==> src/tmc_pkg.sv <==
package tmc_pkg;

    // ****************************************
    // Timing and sizes
    // ****************************************
    localparam int TMC_START_DELAY = 4; // Cycles from frame-available to first read
    localparam int TMC_IFG_CYCLES = 12; // Idle bytes between frames
    localparam int TMC_PAUSE_LEN = 60; // Pause frame length in bytes, before FCS
    localparam int TMC_FIFO_DEPTH = 4; // Staging FIFO depth in words
    localparam int TMC_CNT_W = 14; // Byte counter width
    localparam logic [13:0] TMC_CNT_RST = 14'h0000; // Byte counter reset value
    localparam logic [30:0] TMC_STAT_RST = 31'h00000000; // Statistics reset value

    // ****************************************
    // Statistics vector field positions
    // ****************************************
    localparam int TMC_ST_UNDERRUN = 5;
    localparam int TMC_ST_PAUSE = 6;
    localparam int TMC_ST_LEN_LO = 8;
    localparam int TMC_ST_LATECOL = 24;
    localparam int TMC_ST_EXCOL = 25;

    // ****************************************
    // Pause frame constant bytes
    // ****************************************
    localparam logic [15:0] TMC_PAUSE_TYPE = 16'h8808;
    localparam logic [15:0] TMC_PAUSE_OPC = 16'h0001;

    // Byte on the network side, with end mark and error
    typedef struct packed {
        logic [7:0] data;
        logic last;
        logic err;
    } tmc_byte_s;

    // Transmit sequencer states
    typedef enum logic [2:0] {
        TMC_IDLE,
        TMC_WAIT,
        TMC_DATA,
        TMC_PAUSE,
        TMC_END,
        TMC_GAP
    } tmc_state_e;

endpackage

==> src/tmc_fifo.sv <==
`timescale 1ns/1ps
module tmc_fifo import tmc_pkg::*; #(
    parameter int WIDTH = 10,
    parameter int DEPTH = 4
) (
    input wire logic clock,
    input wire logic rst,
    input wire logic [WIDTH-1:0] inData,
    input wire logic inValid,
    output logic inReady,
    output logic [WIDTH-1:0] outData,
    output logic outValid,
    input wire logic outReady
);
    // ****************************************
    // Storage and pointers
    // ****************************************
    localparam int AW = $clog2(DEPTH);
    logic [WIDTH-1:0] mem [DEPTH]; // Word store
    logic [AW-1:0] wrPtr_reg, wrPtr_next; // Write pointer
    logic [AW-1:0] rdPtr_reg, rdPtr_next; // Read pointer
    logic [AW:0] count_reg, count_next; // Occupancy
    logic doWrite, doRead;

    // Honest full and empty straight from occupancy
    assign inReady = (count_reg != (AW+1)'(DEPTH));
    assign outValid = (count_reg != '0);
    assign outData = mem[rdPtr_reg];
    assign doWrite = inValid && inReady;
    assign doRead = outValid && outReady;

    // Next pointer values
    always_comb begin
        wrPtr_next = wrPtr_reg;
        rdPtr_next = rdPtr_reg;
        count_next = count_reg;
        if (doWrite) begin
            wrPtr_next = (wrPtr_reg == AW'(DEPTH-1)) ? '0 : wrPtr_reg + 1'b1;
        end
        if (doRead) begin
            rdPtr_next = (rdPtr_reg == AW'(DEPTH-1)) ? '0 : rdPtr_reg + 1'b1;
        end
        if (doWrite && !doRead) begin
            count_next = count_reg + 1'b1;
        end else if (doRead && !doWrite) begin
            count_next = count_reg - 1'b1;
        end
    end

    // Register pointers; memory has no reset
    always_ff @(posedge clock) begin
        if (rst) begin
            wrPtr_reg <= '0;
            rdPtr_reg <= '0;
            count_reg <= '0;
        end else begin
            wrPtr_reg <= wrPtr_next;
            rdPtr_reg <= rdPtr_next;
            count_reg <= count_next;
        end
        if (doWrite) begin
            mem[wrPtr_reg] <= inData;
        end
    end
endmodule

==> src/tmc_tx_client.sv <==
`timescale 1ns/1ps
// Operation
// - Transmission starts shortly after frame-available
// - Empty while reading means underrun, raise error
// - Pause request sends a pause frame
// - Pause time held valid with request
// - Control flag qualified by frame-available
// - Statistics enable only with valid vector
// - Read request marks each intended byte read
// - First read only when FIFO not empty
// - Later reads only while not empty
// - Done pulses one cycle on clean frame
// - Discard on underrun, or on collision errors in half duplex
module tmc_tx_client import tmc_pkg::*; #(
    parameter int START_DELAY = TMC_START_DELAY,
    parameter int IFG_CYCLES = TMC_IFG_CYCLES,
    parameter int FIFO_DEPTH = TMC_FIFO_DEPTH
) (
    input wire logic clock,
    input wire logic rst,
    input wire logic clockEn,
    input wire logic halfDuplex,
    input wire logic [7:0] fifoData,
    input wire logic fifoAvail,
    input wire logic fifoEof,
    input wire logic fifoEmpty,
    input wire logic fifoCtrl,
    input wire logic [15:0] pauseTime,
    input wire logic pauseReq,
    input wire logic lateCollision,
    input wire logic excessCollision,
    output logic macRead,
    output logic [7:0] txData,
    output logic txEn,
    output logic txErr,
    input wire logic txReady,
    output logic [30:0] statVec,
    output logic statEn,
    output logic txDone,
    output logic discardFrame
);
    // ****************************************
    // State declarations
    // ****************************************
    tmc_state_e state_reg, state_next; // Sequencer state
    logic [TMC_CNT_W-1:0] cnt_reg, cnt_next; // Wait, byte and gap counter
    logic readPend_reg, readPend_next; // A read was issued last enabled cycle
    logic underrun_reg, underrun_next; // Underrun seen in this frame
    logic isPause_reg, isPause_next; // Current frame is a pause frame
    logic isCtrl_reg, isCtrl_next; // Current frame marked control
    logic [15:0] pauseVal_reg, pauseVal_next; // Captured pause time
    logic pausePend_reg, pausePend_next; // Pause request waiting
    logic [30:0] statVec_reg, statVec_next; // Statistics vector
    logic statEn_reg, statEn_next; // Statistics strobe
    logic txDone_reg, txDone_next; // Clean frame pulse
    logic discard_reg, discard_next; // Bad frame pulse
    logic collErr; // Collision error that counts in half duplex only

    // ****************************************
    // Staging FIFO toward the network side
    // ****************************************
    tmc_byte_s pushByte, popByte; // Byte entering and leaving
    logic pushValid, pushReady, popValid; // FIFO handshakes

    tmc_fifo #(
        .WIDTH($bits(tmc_byte_s)),
        .DEPTH(FIFO_DEPTH)
    ) u_stage (
        .clock(clock),
        .rst(rst),
        .inData(pushByte),
        .inValid(pushValid),
        .inReady(pushReady),
        .outData(popByte),
        .outValid(popValid),
        .outReady(txReady)
    );

    // Network side drains the staging FIFO; stall comes from txReady
    assign txEn = popValid;
    assign txData = popByte.data;
    assign txErr = popValid && popByte.err;

    // Collisions only count against the frame in half duplex
    assign collErr = halfDuplex && (lateCollision || excessCollision);

    // Outputs taken from registers
    assign statVec = statVec_reg;
    assign statEn = statEn_reg;
    assign txDone = txDone_reg;
    assign discardFrame = discard_reg;

    // Pause byte generator: type, opcode, time, then zero padding
    function automatic logic [7:0] pauseByte(input logic [TMC_CNT_W-1:0] idx,
                                             input logic [15:0] tim);
        logic [7:0] b;
        b = 8'h00;
        case (idx)
            14'd0: b = TMC_PAUSE_TYPE[15:8];
            14'd1: b = TMC_PAUSE_TYPE[7:0];
            14'd2: b = TMC_PAUSE_OPC[15:8];
            14'd3: b = TMC_PAUSE_OPC[7:0];
            14'd4: b = tim[15:8];
            14'd5: b = tim[7:0];
            default: b = 8'h00;
        endcase
        return b;
    endfunction

    // ****************************************
    // Sequencer next state
    // ****************************************
    always_comb begin
        state_next = state_reg;
        cnt_next = cnt_reg;
        readPend_next = readPend_reg;
        underrun_next = underrun_reg;
        isPause_next = isPause_reg;
        isCtrl_next = isCtrl_reg;
        pauseVal_next = pauseVal_reg;
        pausePend_next = pausePend_reg;
        statVec_next = statVec_reg;
        statEn_next = 1'b0;
        txDone_next = 1'b0;
        discard_next = 1'b0;
        macRead = 1'b0;
        pushValid = 1'b0;
        pushByte = '0;
        // Latch a pause request with its time
        if (pauseReq && !pausePend_reg) begin
            pausePend_next = 1'b1;
            pauseVal_next = pauseTime;
        end
        // Everything else in the sequencer paced by the byte clock enable
        if (clockEn) begin
            case (state_reg)
                // Idle: pause first, then waiting frames
                TMC_IDLE: begin
                    cnt_next = TMC_CNT_RST;
                    underrun_next = 1'b0;
                    if (pausePend_reg) begin
                        isPause_next = 1'b1;
                        state_next = TMC_PAUSE;
                    end else if (fifoAvail) begin
                        isPause_next = 1'b0;
                        isCtrl_next = fifoCtrl;
                        state_next = TMC_WAIT;
                    end
                end
                // Short delay before the first read
                TMC_WAIT: begin
                    if (cnt_reg >= TMC_CNT_W'(START_DELAY - 1) && !fifoEmpty) begin
                        macRead = pushReady;
                        if (pushReady) begin
                            readPend_next = 1'b1;
                            cnt_next = TMC_CNT_RST;
                            state_next = TMC_DATA;
                        end
                    end else if (cnt_reg < TMC_CNT_W'(START_DELAY - 1)) begin
                        cnt_next = cnt_reg + 1'b1;
                    end
                end
                // Stream bytes: capture one cycle after each read
                TMC_DATA: begin
                    readPend_next = 1'b0;
                    if (readPend_reg) begin
                        pushValid = 1'b1;
                        pushByte.data = fifoData;
                        pushByte.last = fifoEof;
                        cnt_next = cnt_reg + 1'b1;
                    end
                    if (readPend_reg && fifoEof) begin
                        state_next = TMC_END;
                    end else if (fifoEmpty && (readPend_reg || pushReady)) begin
                        // Reading ran dry inside a frame
                        pushValid = 1'b1;
                        pushByte.err = 1'b1;
                        pushByte.last = 1'b1;
                        underrun_next = 1'b1;
                        state_next = TMC_END;
                    end else if (!readPend_reg && pushReady) begin
                        // Read only on a free cycle, so the byte always finds room
                        macRead = 1'b1;
                        readPend_next = 1'b1;
                    end
                end
                // Pause frame built locally
                TMC_PAUSE: begin
                    if (pushReady) begin
                        pushValid = 1'b1;
                        pushByte.data = pauseByte(cnt_reg, pauseVal_reg);
                        pushByte.last = (cnt_reg == TMC_CNT_W'(TMC_PAUSE_LEN - 1));
                        cnt_next = cnt_reg + 1'b1;
                        if (pushByte.last) begin
                            cnt_next = TMC_CNT_W'(TMC_PAUSE_LEN);
                            pausePend_next = 1'b0;
                            state_next = TMC_END;
                        end
                    end
                end
                // Close the frame: statistics and result pulses
                TMC_END: begin
                    statVec_next = TMC_STAT_RST;
                    statVec_next[TMC_ST_UNDERRUN] = underrun_reg;
                    statVec_next[TMC_ST_PAUSE] = isPause_reg;
                    statVec_next[TMC_ST_LEN_LO +: TMC_CNT_W] = cnt_reg;
                    statVec_next[TMC_ST_LATECOL] = halfDuplex && lateCollision;
                    statVec_next[TMC_ST_EXCOL] = halfDuplex && excessCollision;
                    statEn_next = 1'b1;
                    if (underrun_reg || collErr) begin
                        discard_next = 1'b1;
                    end else begin
                        txDone_next = 1'b1;
                    end
                    cnt_next = TMC_CNT_RST;
                    state_next = TMC_GAP;
                end
                // Interframe gap; pause request stays latched
                TMC_GAP: begin
                    if (cnt_reg >= TMC_CNT_W'(IFG_CYCLES - 1)) begin
                        state_next = TMC_IDLE;
                    end else begin
                        cnt_next = cnt_reg + 1'b1;
                    end
                end
                default: begin
                    state_next = TMC_IDLE;
                end
            endcase
        end
    end

    // ****************************************
    // Sequencer registers
    // ****************************************
    always_ff @(posedge clock) begin
        if (rst) begin
            state_reg <= TMC_IDLE;
            cnt_reg <= TMC_CNT_RST;
            readPend_reg <= 1'b0;
            underrun_reg <= 1'b0;
            isPause_reg <= 1'b0;
            isCtrl_reg <= 1'b0;
            pauseVal_reg <= 16'h0000;
            pausePend_reg <= 1'b0;
            statVec_reg <= TMC_STAT_RST;
            statEn_reg <= 1'b0;
            txDone_reg <= 1'b0;
            discard_reg <= 1'b0;
        end else begin
            state_reg <= state_next;
            cnt_reg <= cnt_next;
            readPend_reg <= readPend_next;
            underrun_reg <= underrun_next;
            isPause_reg <= isPause_next;
            isCtrl_reg <= isCtrl_next;
            pauseVal_reg <= pauseVal_next;
            pausePend_reg <= pausePend_next;
            statVec_reg <= statVec_next;
            statEn_reg <= statEn_next;
            txDone_reg <= txDone_next;
            discard_reg <= discard_next;
        end
    end
endmodule

==> config.mk <==
export PLATFORM = sky130hd
export DESIGN_NAME = tmc_tx_client
export DESIGN_NICKNAME = d
export VERILOG_FILES = /design/src/tmc_pkg.sv /design/src/tmc_fifo.sv /design/src/tmc_tx_client.sv
export SDC_FILE = /design/constraint.sdc
export NUM_CORES = 1
export LEC_CHECK = 0
export ABC_CLOCK_PERIOD_IN_PS = 3500
export BUFFER_PORTS_ARGS = -buffer_cell sky130_fd_sc_hd__buf_4
export CAP_MARGIN = 40
export CORE_MARGIN = 10
export CORE_UTILIZATION = 50
export DETAILED_ROUTE_END_ITERATION = 16
export HOLD_SLACK_MARGIN = 0.05
export PLACE_DENSITY = 0.72
export SYNTH_ARGS = -nofsm -noshare
export SYNTH_HDL_FRONTEND = slang
export SYNTH_SLANG_ARGS = --single-unit
export TNS_END_PERCENT = 30
==> constraint.sdc <==
create_clock -name clock -period 3.5 [get_ports clock]
set_input_delay 0.35 -clock clock [delete_from_list [all_inputs] [get_ports clock]]
set_output_delay 0.35 -clock clock [all_outputs]
set_load 0.05 [all_outputs]
==> results summary <==
The run finished with clean final reports. The worst register-to-register path ends at u_stage.count_reg[2]. For this run, the register share of the synthesized area comes to 0.5044.

Once detail routing completed, the nets flagged for antenna violations numbered 0. Max-cap violations in this run came to 0. The first-pass GRT wire length is about 18000 µm. The total count of max-transition violations in the final report came to 0. For this run, the number of Yosys warnings is 0. Tracing the worst setup path back leads to its startpoint at cnt_reg[9]. The net count reported at finish is 598. The critical path ends at macRead. The final route contains 3689 vias. The overall die area is around 14000 µm².

The final routed wirelength across all metal layers is about 11000 µm. The aggregate global routing overflow came out at 0. The clock transition time at the flip-flop clock pins of the worst setup and hold paths is around 0.10 ns. Pin placement for this block handled 81 I/O pins. The cell area that synthesis handed to floorplanning was 4802 µm². The routed wire length per instance came out at 15.52 µm. The sum of negative setup slack is 0 ns. The antenna cell count came out at 0. At the end of the flow the core is filled with cells to 0.5964. The clock latency at the later pin of the worst-skew pair came out at 0.36 ns. The cell count after placement came out at between 600 and 700.

The cell count after synthesis is 499. The worst setup path is of the flip-flop to output port kind. The worst pin sits at a relative slew slack of 0.4615. The H-tree depth reported by CTS is 3.

The site row count came out at 35. The flip-flop and latch count after synthesis is 103. The achievable clock frequency is 362.6 MHz. The via count of the first global-routing pass came to about 3600. The layout overhead on the synthesized area came out at 15.29%. The count of endpoints failing hold in the final timing report came out at 0.

The netlist uses 57 different library cells. The static leakage power is roughly 0.0020 µW. The number of endpoints failing setup at the final stage is 0. The number of I/O port buffers came out at 66.

The internal reg-to-reg setup slack came out at 0.85 ns. The highest fanout seen on the critical path came out at 7. The placeable core area is 9284 µm². CTS placed an instance of sky130_fd_sc_hd__clkbuf_8 at the clock tree root.

The clock period minus worst slack is 2.758 ns. The number of antenna violations at the first check in global routing is 0. The number of flip-flops in the largest register came out at 36. The data arrival time of the critical path came out at 2.41 ns. Setup repair after global routing left no endpoint under its margin. The average via count per standard cell is 5.378.

The maximum clock insertion buffer count is 2. The cell area after placement is 5324 µm². In the routed design, unresolved DRC markers number 0.

The final worst-path setup slack is 0.7418 ns. The min-delay analysis places its worst path in the category input pin to flip-flop. The first-pass detailed-route iteration total came out at 4. The power per standard cell area is 525.0 nW/µm². Clock skew on the completed layout was measured at 0.01277 ns. The startpoint kind of the worst setup timing path is a flip-flop. In the synthesized netlist the dominant register cell turns out to be sky130_fd_sc_hd__dfxtp_1. The cell depth of the worst flop-to-flop path is 9. The worst slack at placement is 0.8276 ns.

The final standard cell count with taps included and fillers excluded came out at 686. For the worst setup path, the data required time is 3.15 ns. From left edge to right edge, the die measures between 100 and 150 µm. The global routing usage summed across all routing layers is 0.1494.

The worst vdd rail ir drop is roughly 0.38 mV. The number of post-CTS setup repair buffers came out at 0. The number of DRC violations after detailed-routing iteration 0 came out at 210.

The endpoint type of the worst setup path is an output port. The wire-length estimate of the detail-placed layout is 7855 µm. CTS saw between 100 and 150 sinks. At the end of routability-driven placement, the weighted congestion stood at 0.8226. The starting density of the core came out at 0.5173.

The average instance in the mapped netlist occupies ~9.6 µm². In the final layout, the share of cells above drive strength 1 is 0.1993. The share of flip-flops with an asynchronous set or reset is 0.

The worst register-to-register path begins at state_reg[1]. The number of enable flip-flop cells after synthesis is 36. The clock buffer count from CTS came out at 9. The maximum number of pins on one net before global-route repair is 71.

The share of the cycle needed by the critical path after routing is 0.7880. The instance count along the most critical hold path is 3. TritonCTS built the clock tree.

Once layout is done, the placed cells without fillers occupy 5537 µm². The number of buffers added to fix hold violations after cts came out at 0. The height of the chip is 118 µm. The number of resized instances in the post-cts repair step is 0. The worst-margin pin slew came out at 0.8060 ns.
## report_power, final
part	switching, µW	internal, µW	leakage, µW
clock	435	348	0.000105
combinational	465	285	0.000997
sequential	86.3	1290	0.000877
## how the worst min path moves through the flow
| stage | startpoint | to |
|---|---|---|
| floorplan | pauseVal_reg[15] | pauseVal_reg[15] |
| global placement | underrun_reg | statVec[5] |
| detailed placement | pauseVal_reg[15] | pauseVal_reg[15] |
| CTS | pauseTime[3] | pauseVal_reg[3] |
| global route | pauseTime[4] | pauseVal_reg[4] |
| finish | pauseTime[5] | pauseVal_reg[5] |
## logic make-up after synthesis
family / synth area share
AOI/OAI and AO/OA: 0.1433
DFF: 0.5044
muxes: 0.05263
buffers and inverters: 0.05862
other: 0.0007809
xor gates and xnor gates: 0.003648
adders and majority gates: 0.02762
and+or+nand+nor: 0.2090
## cell usage in the layout, fill, tap and decap left out, types with 10 or more instances in the layout
master	instances
sky130_fd_sc_hd__nand2_1	98
sky130_fd_sc_hd__buf_4	70
sky130_fd_sc_hd__dfxtp_1	67
sky130_fd_sc_hd__a21oi_1	48
sky130_fd_sc_hd__edfxtp_1	36
sky130_fd_sc_hd__nor2_1	23
sky130_fd_sc_hd__inv_1	19
sky130_fd_sc_hd__nand3_1	16
sky130_fd_sc_hd__and2_1	13
sky130_fd_sc_hd__conb_1	13
sky130_fd_sc_hd__o21ai_0	11
sky130_fd_sc_hd__or3_1	10
sky130_fd_sc_hd__o32ai_1	10
## per-stage QoR
| stage | total power [µW] | hold WS, ns |
|---|---|---|
| final | 2907 | 0.2309 |
| after global routing | 3058 | 0.2192 |
| after CTS | 2934 | 0.2196 |
| after detailed placement | 2159 | 0.4463 |
| after global placement | 2138 | 0.4393 |
| after floorplan | 1966 | 0.4312 |
## routing by layer
| metal | vias to the layer above | routed length [µm] | global-route usage |
|---|---|---|---|
| met3 | 8 | 358 | 0.02590 |
| met4 | 0 | 104 | 0.04405 |
| met2 | 77 | 5586 | 0.2587 |
| met5 | - | 0 | 0 |
| li1 | 1875 | - | - |
| met1 | 1729 | 4601 | 0.1847 |
## critical path, cell delays in order, from the launching register on
cell and delay [ns]:
sky130_fd_sc_hd__dfxtp_1 0.40, sky130_fd_sc_hd__or4_4 0.56, sky130_fd_sc_hd__nor4b_4 0.38, sky130_fd_sc_hd__nand3b_1 0.22, sky130_fd_sc_hd__o31ai_1 0.09, sky130_fd_sc_hd__and3_1 0.20
sky130_fd_sc_hd__buf_4 0.19
## area by class of cell
class                   count  area, µm²
repair buffers             70      525.5
fillers                   824       3747
flip-flops and latches    103       2422
clock buffers               9      123.9
inverters                  19      71.32
multi-input cells         349       2143
clock inverters             7      88.84
well taps                 129      161.4
## Yosys cell counts, types with 2 or more instances
master | number | area (µm²)
sky130_fd_sc_hd__a211oi_1 | 3 | 22.52
sky130_fd_sc_hd__a21oi_1 | 48 | 240.2
sky130_fd_sc_hd__a21oi_2 | 3 | 26.28
sky130_fd_sc_hd__a22oi_1 | 6 | 45.04
sky130_fd_sc_hd__a31oi_1 | 3 | 18.77
sky130_fd_sc_hd__and2_1 | 13 | 81.33
sky130_fd_sc_hd__and3_1 | 2 | 12.51
sky130_fd_sc_hd__buf_1 | 4 | 15.01
sky130_fd_sc_hd__buf_4 | 14 | 105.1
sky130_fd_sc_hd__clkbuf_1 | 21 | 78.83
sky130_fd_sc_hd__dfxtp_1 | 67 | 1341
sky130_fd_sc_hd__edfxtp_1 | 36 | 1081
sky130_fd_sc_hd__ha_1 | 9 | 112.6
sky130_fd_sc_hd__inv_1 | 19 | 71.32
sky130_fd_sc_hd__mux2i_1 | 5 | 50.05
sky130_fd_sc_hd__mux4_2 | 9 | 202.7
sky130_fd_sc_hd__nand2_1 | 98 | 367.9
sky130_fd_sc_hd__nand2b_1 | 7 | 43.79
sky130_fd_sc_hd__nand3_1 | 16 | 80.08
sky130_fd_sc_hd__nand3b_1 | 2 | 15.01
sky130_fd_sc_hd__nand4_1 | 2 | 12.51
sky130_fd_sc_hd__nand4b_1 | 2 | 17.52
sky130_fd_sc_hd__nor2_1 | 23 | 86.33
sky130_fd_sc_hd__nor2b_1 | 2 | 12.51
sky130_fd_sc_hd__nor3_1 | 8 | 40.04
sky130_fd_sc_hd__nor3_2 | 2 | 20.02
sky130_fd_sc_hd__nor3b_1 | 3 | 22.52
sky130_fd_sc_hd__nor4_1 | 5 | 31.28
sky130_fd_sc_hd__o2111ai_1 | 2 | 17.52
sky130_fd_sc_hd__o211ai_1 | 2 | 15.01
sky130_fd_sc_hd__o21a_1 | 2 | 15.01
sky130_fd_sc_hd__o21ai_0 | 11 | 55.05
sky130_fd_sc_hd__o311a_1 | 2 | 20.02
sky130_fd_sc_hd__o31ai_1 | 2 | 15.01
sky130_fd_sc_hd__o32ai_1 | 10 | 87.58
sky130_fd_sc_hd__or2_2 | 3 | 18.77
sky130_fd_sc_hd__or3_1 | 10 | 62.56
sky130_fd_sc_hd__or4_1 | 2 | 15.01
sky130_fd_sc_hd__or4_4 | 2 | 22.52
sky130_fd_sc_hd__xor2_1 | 2 | 17.52
Power figures use the tool's default switching activity.
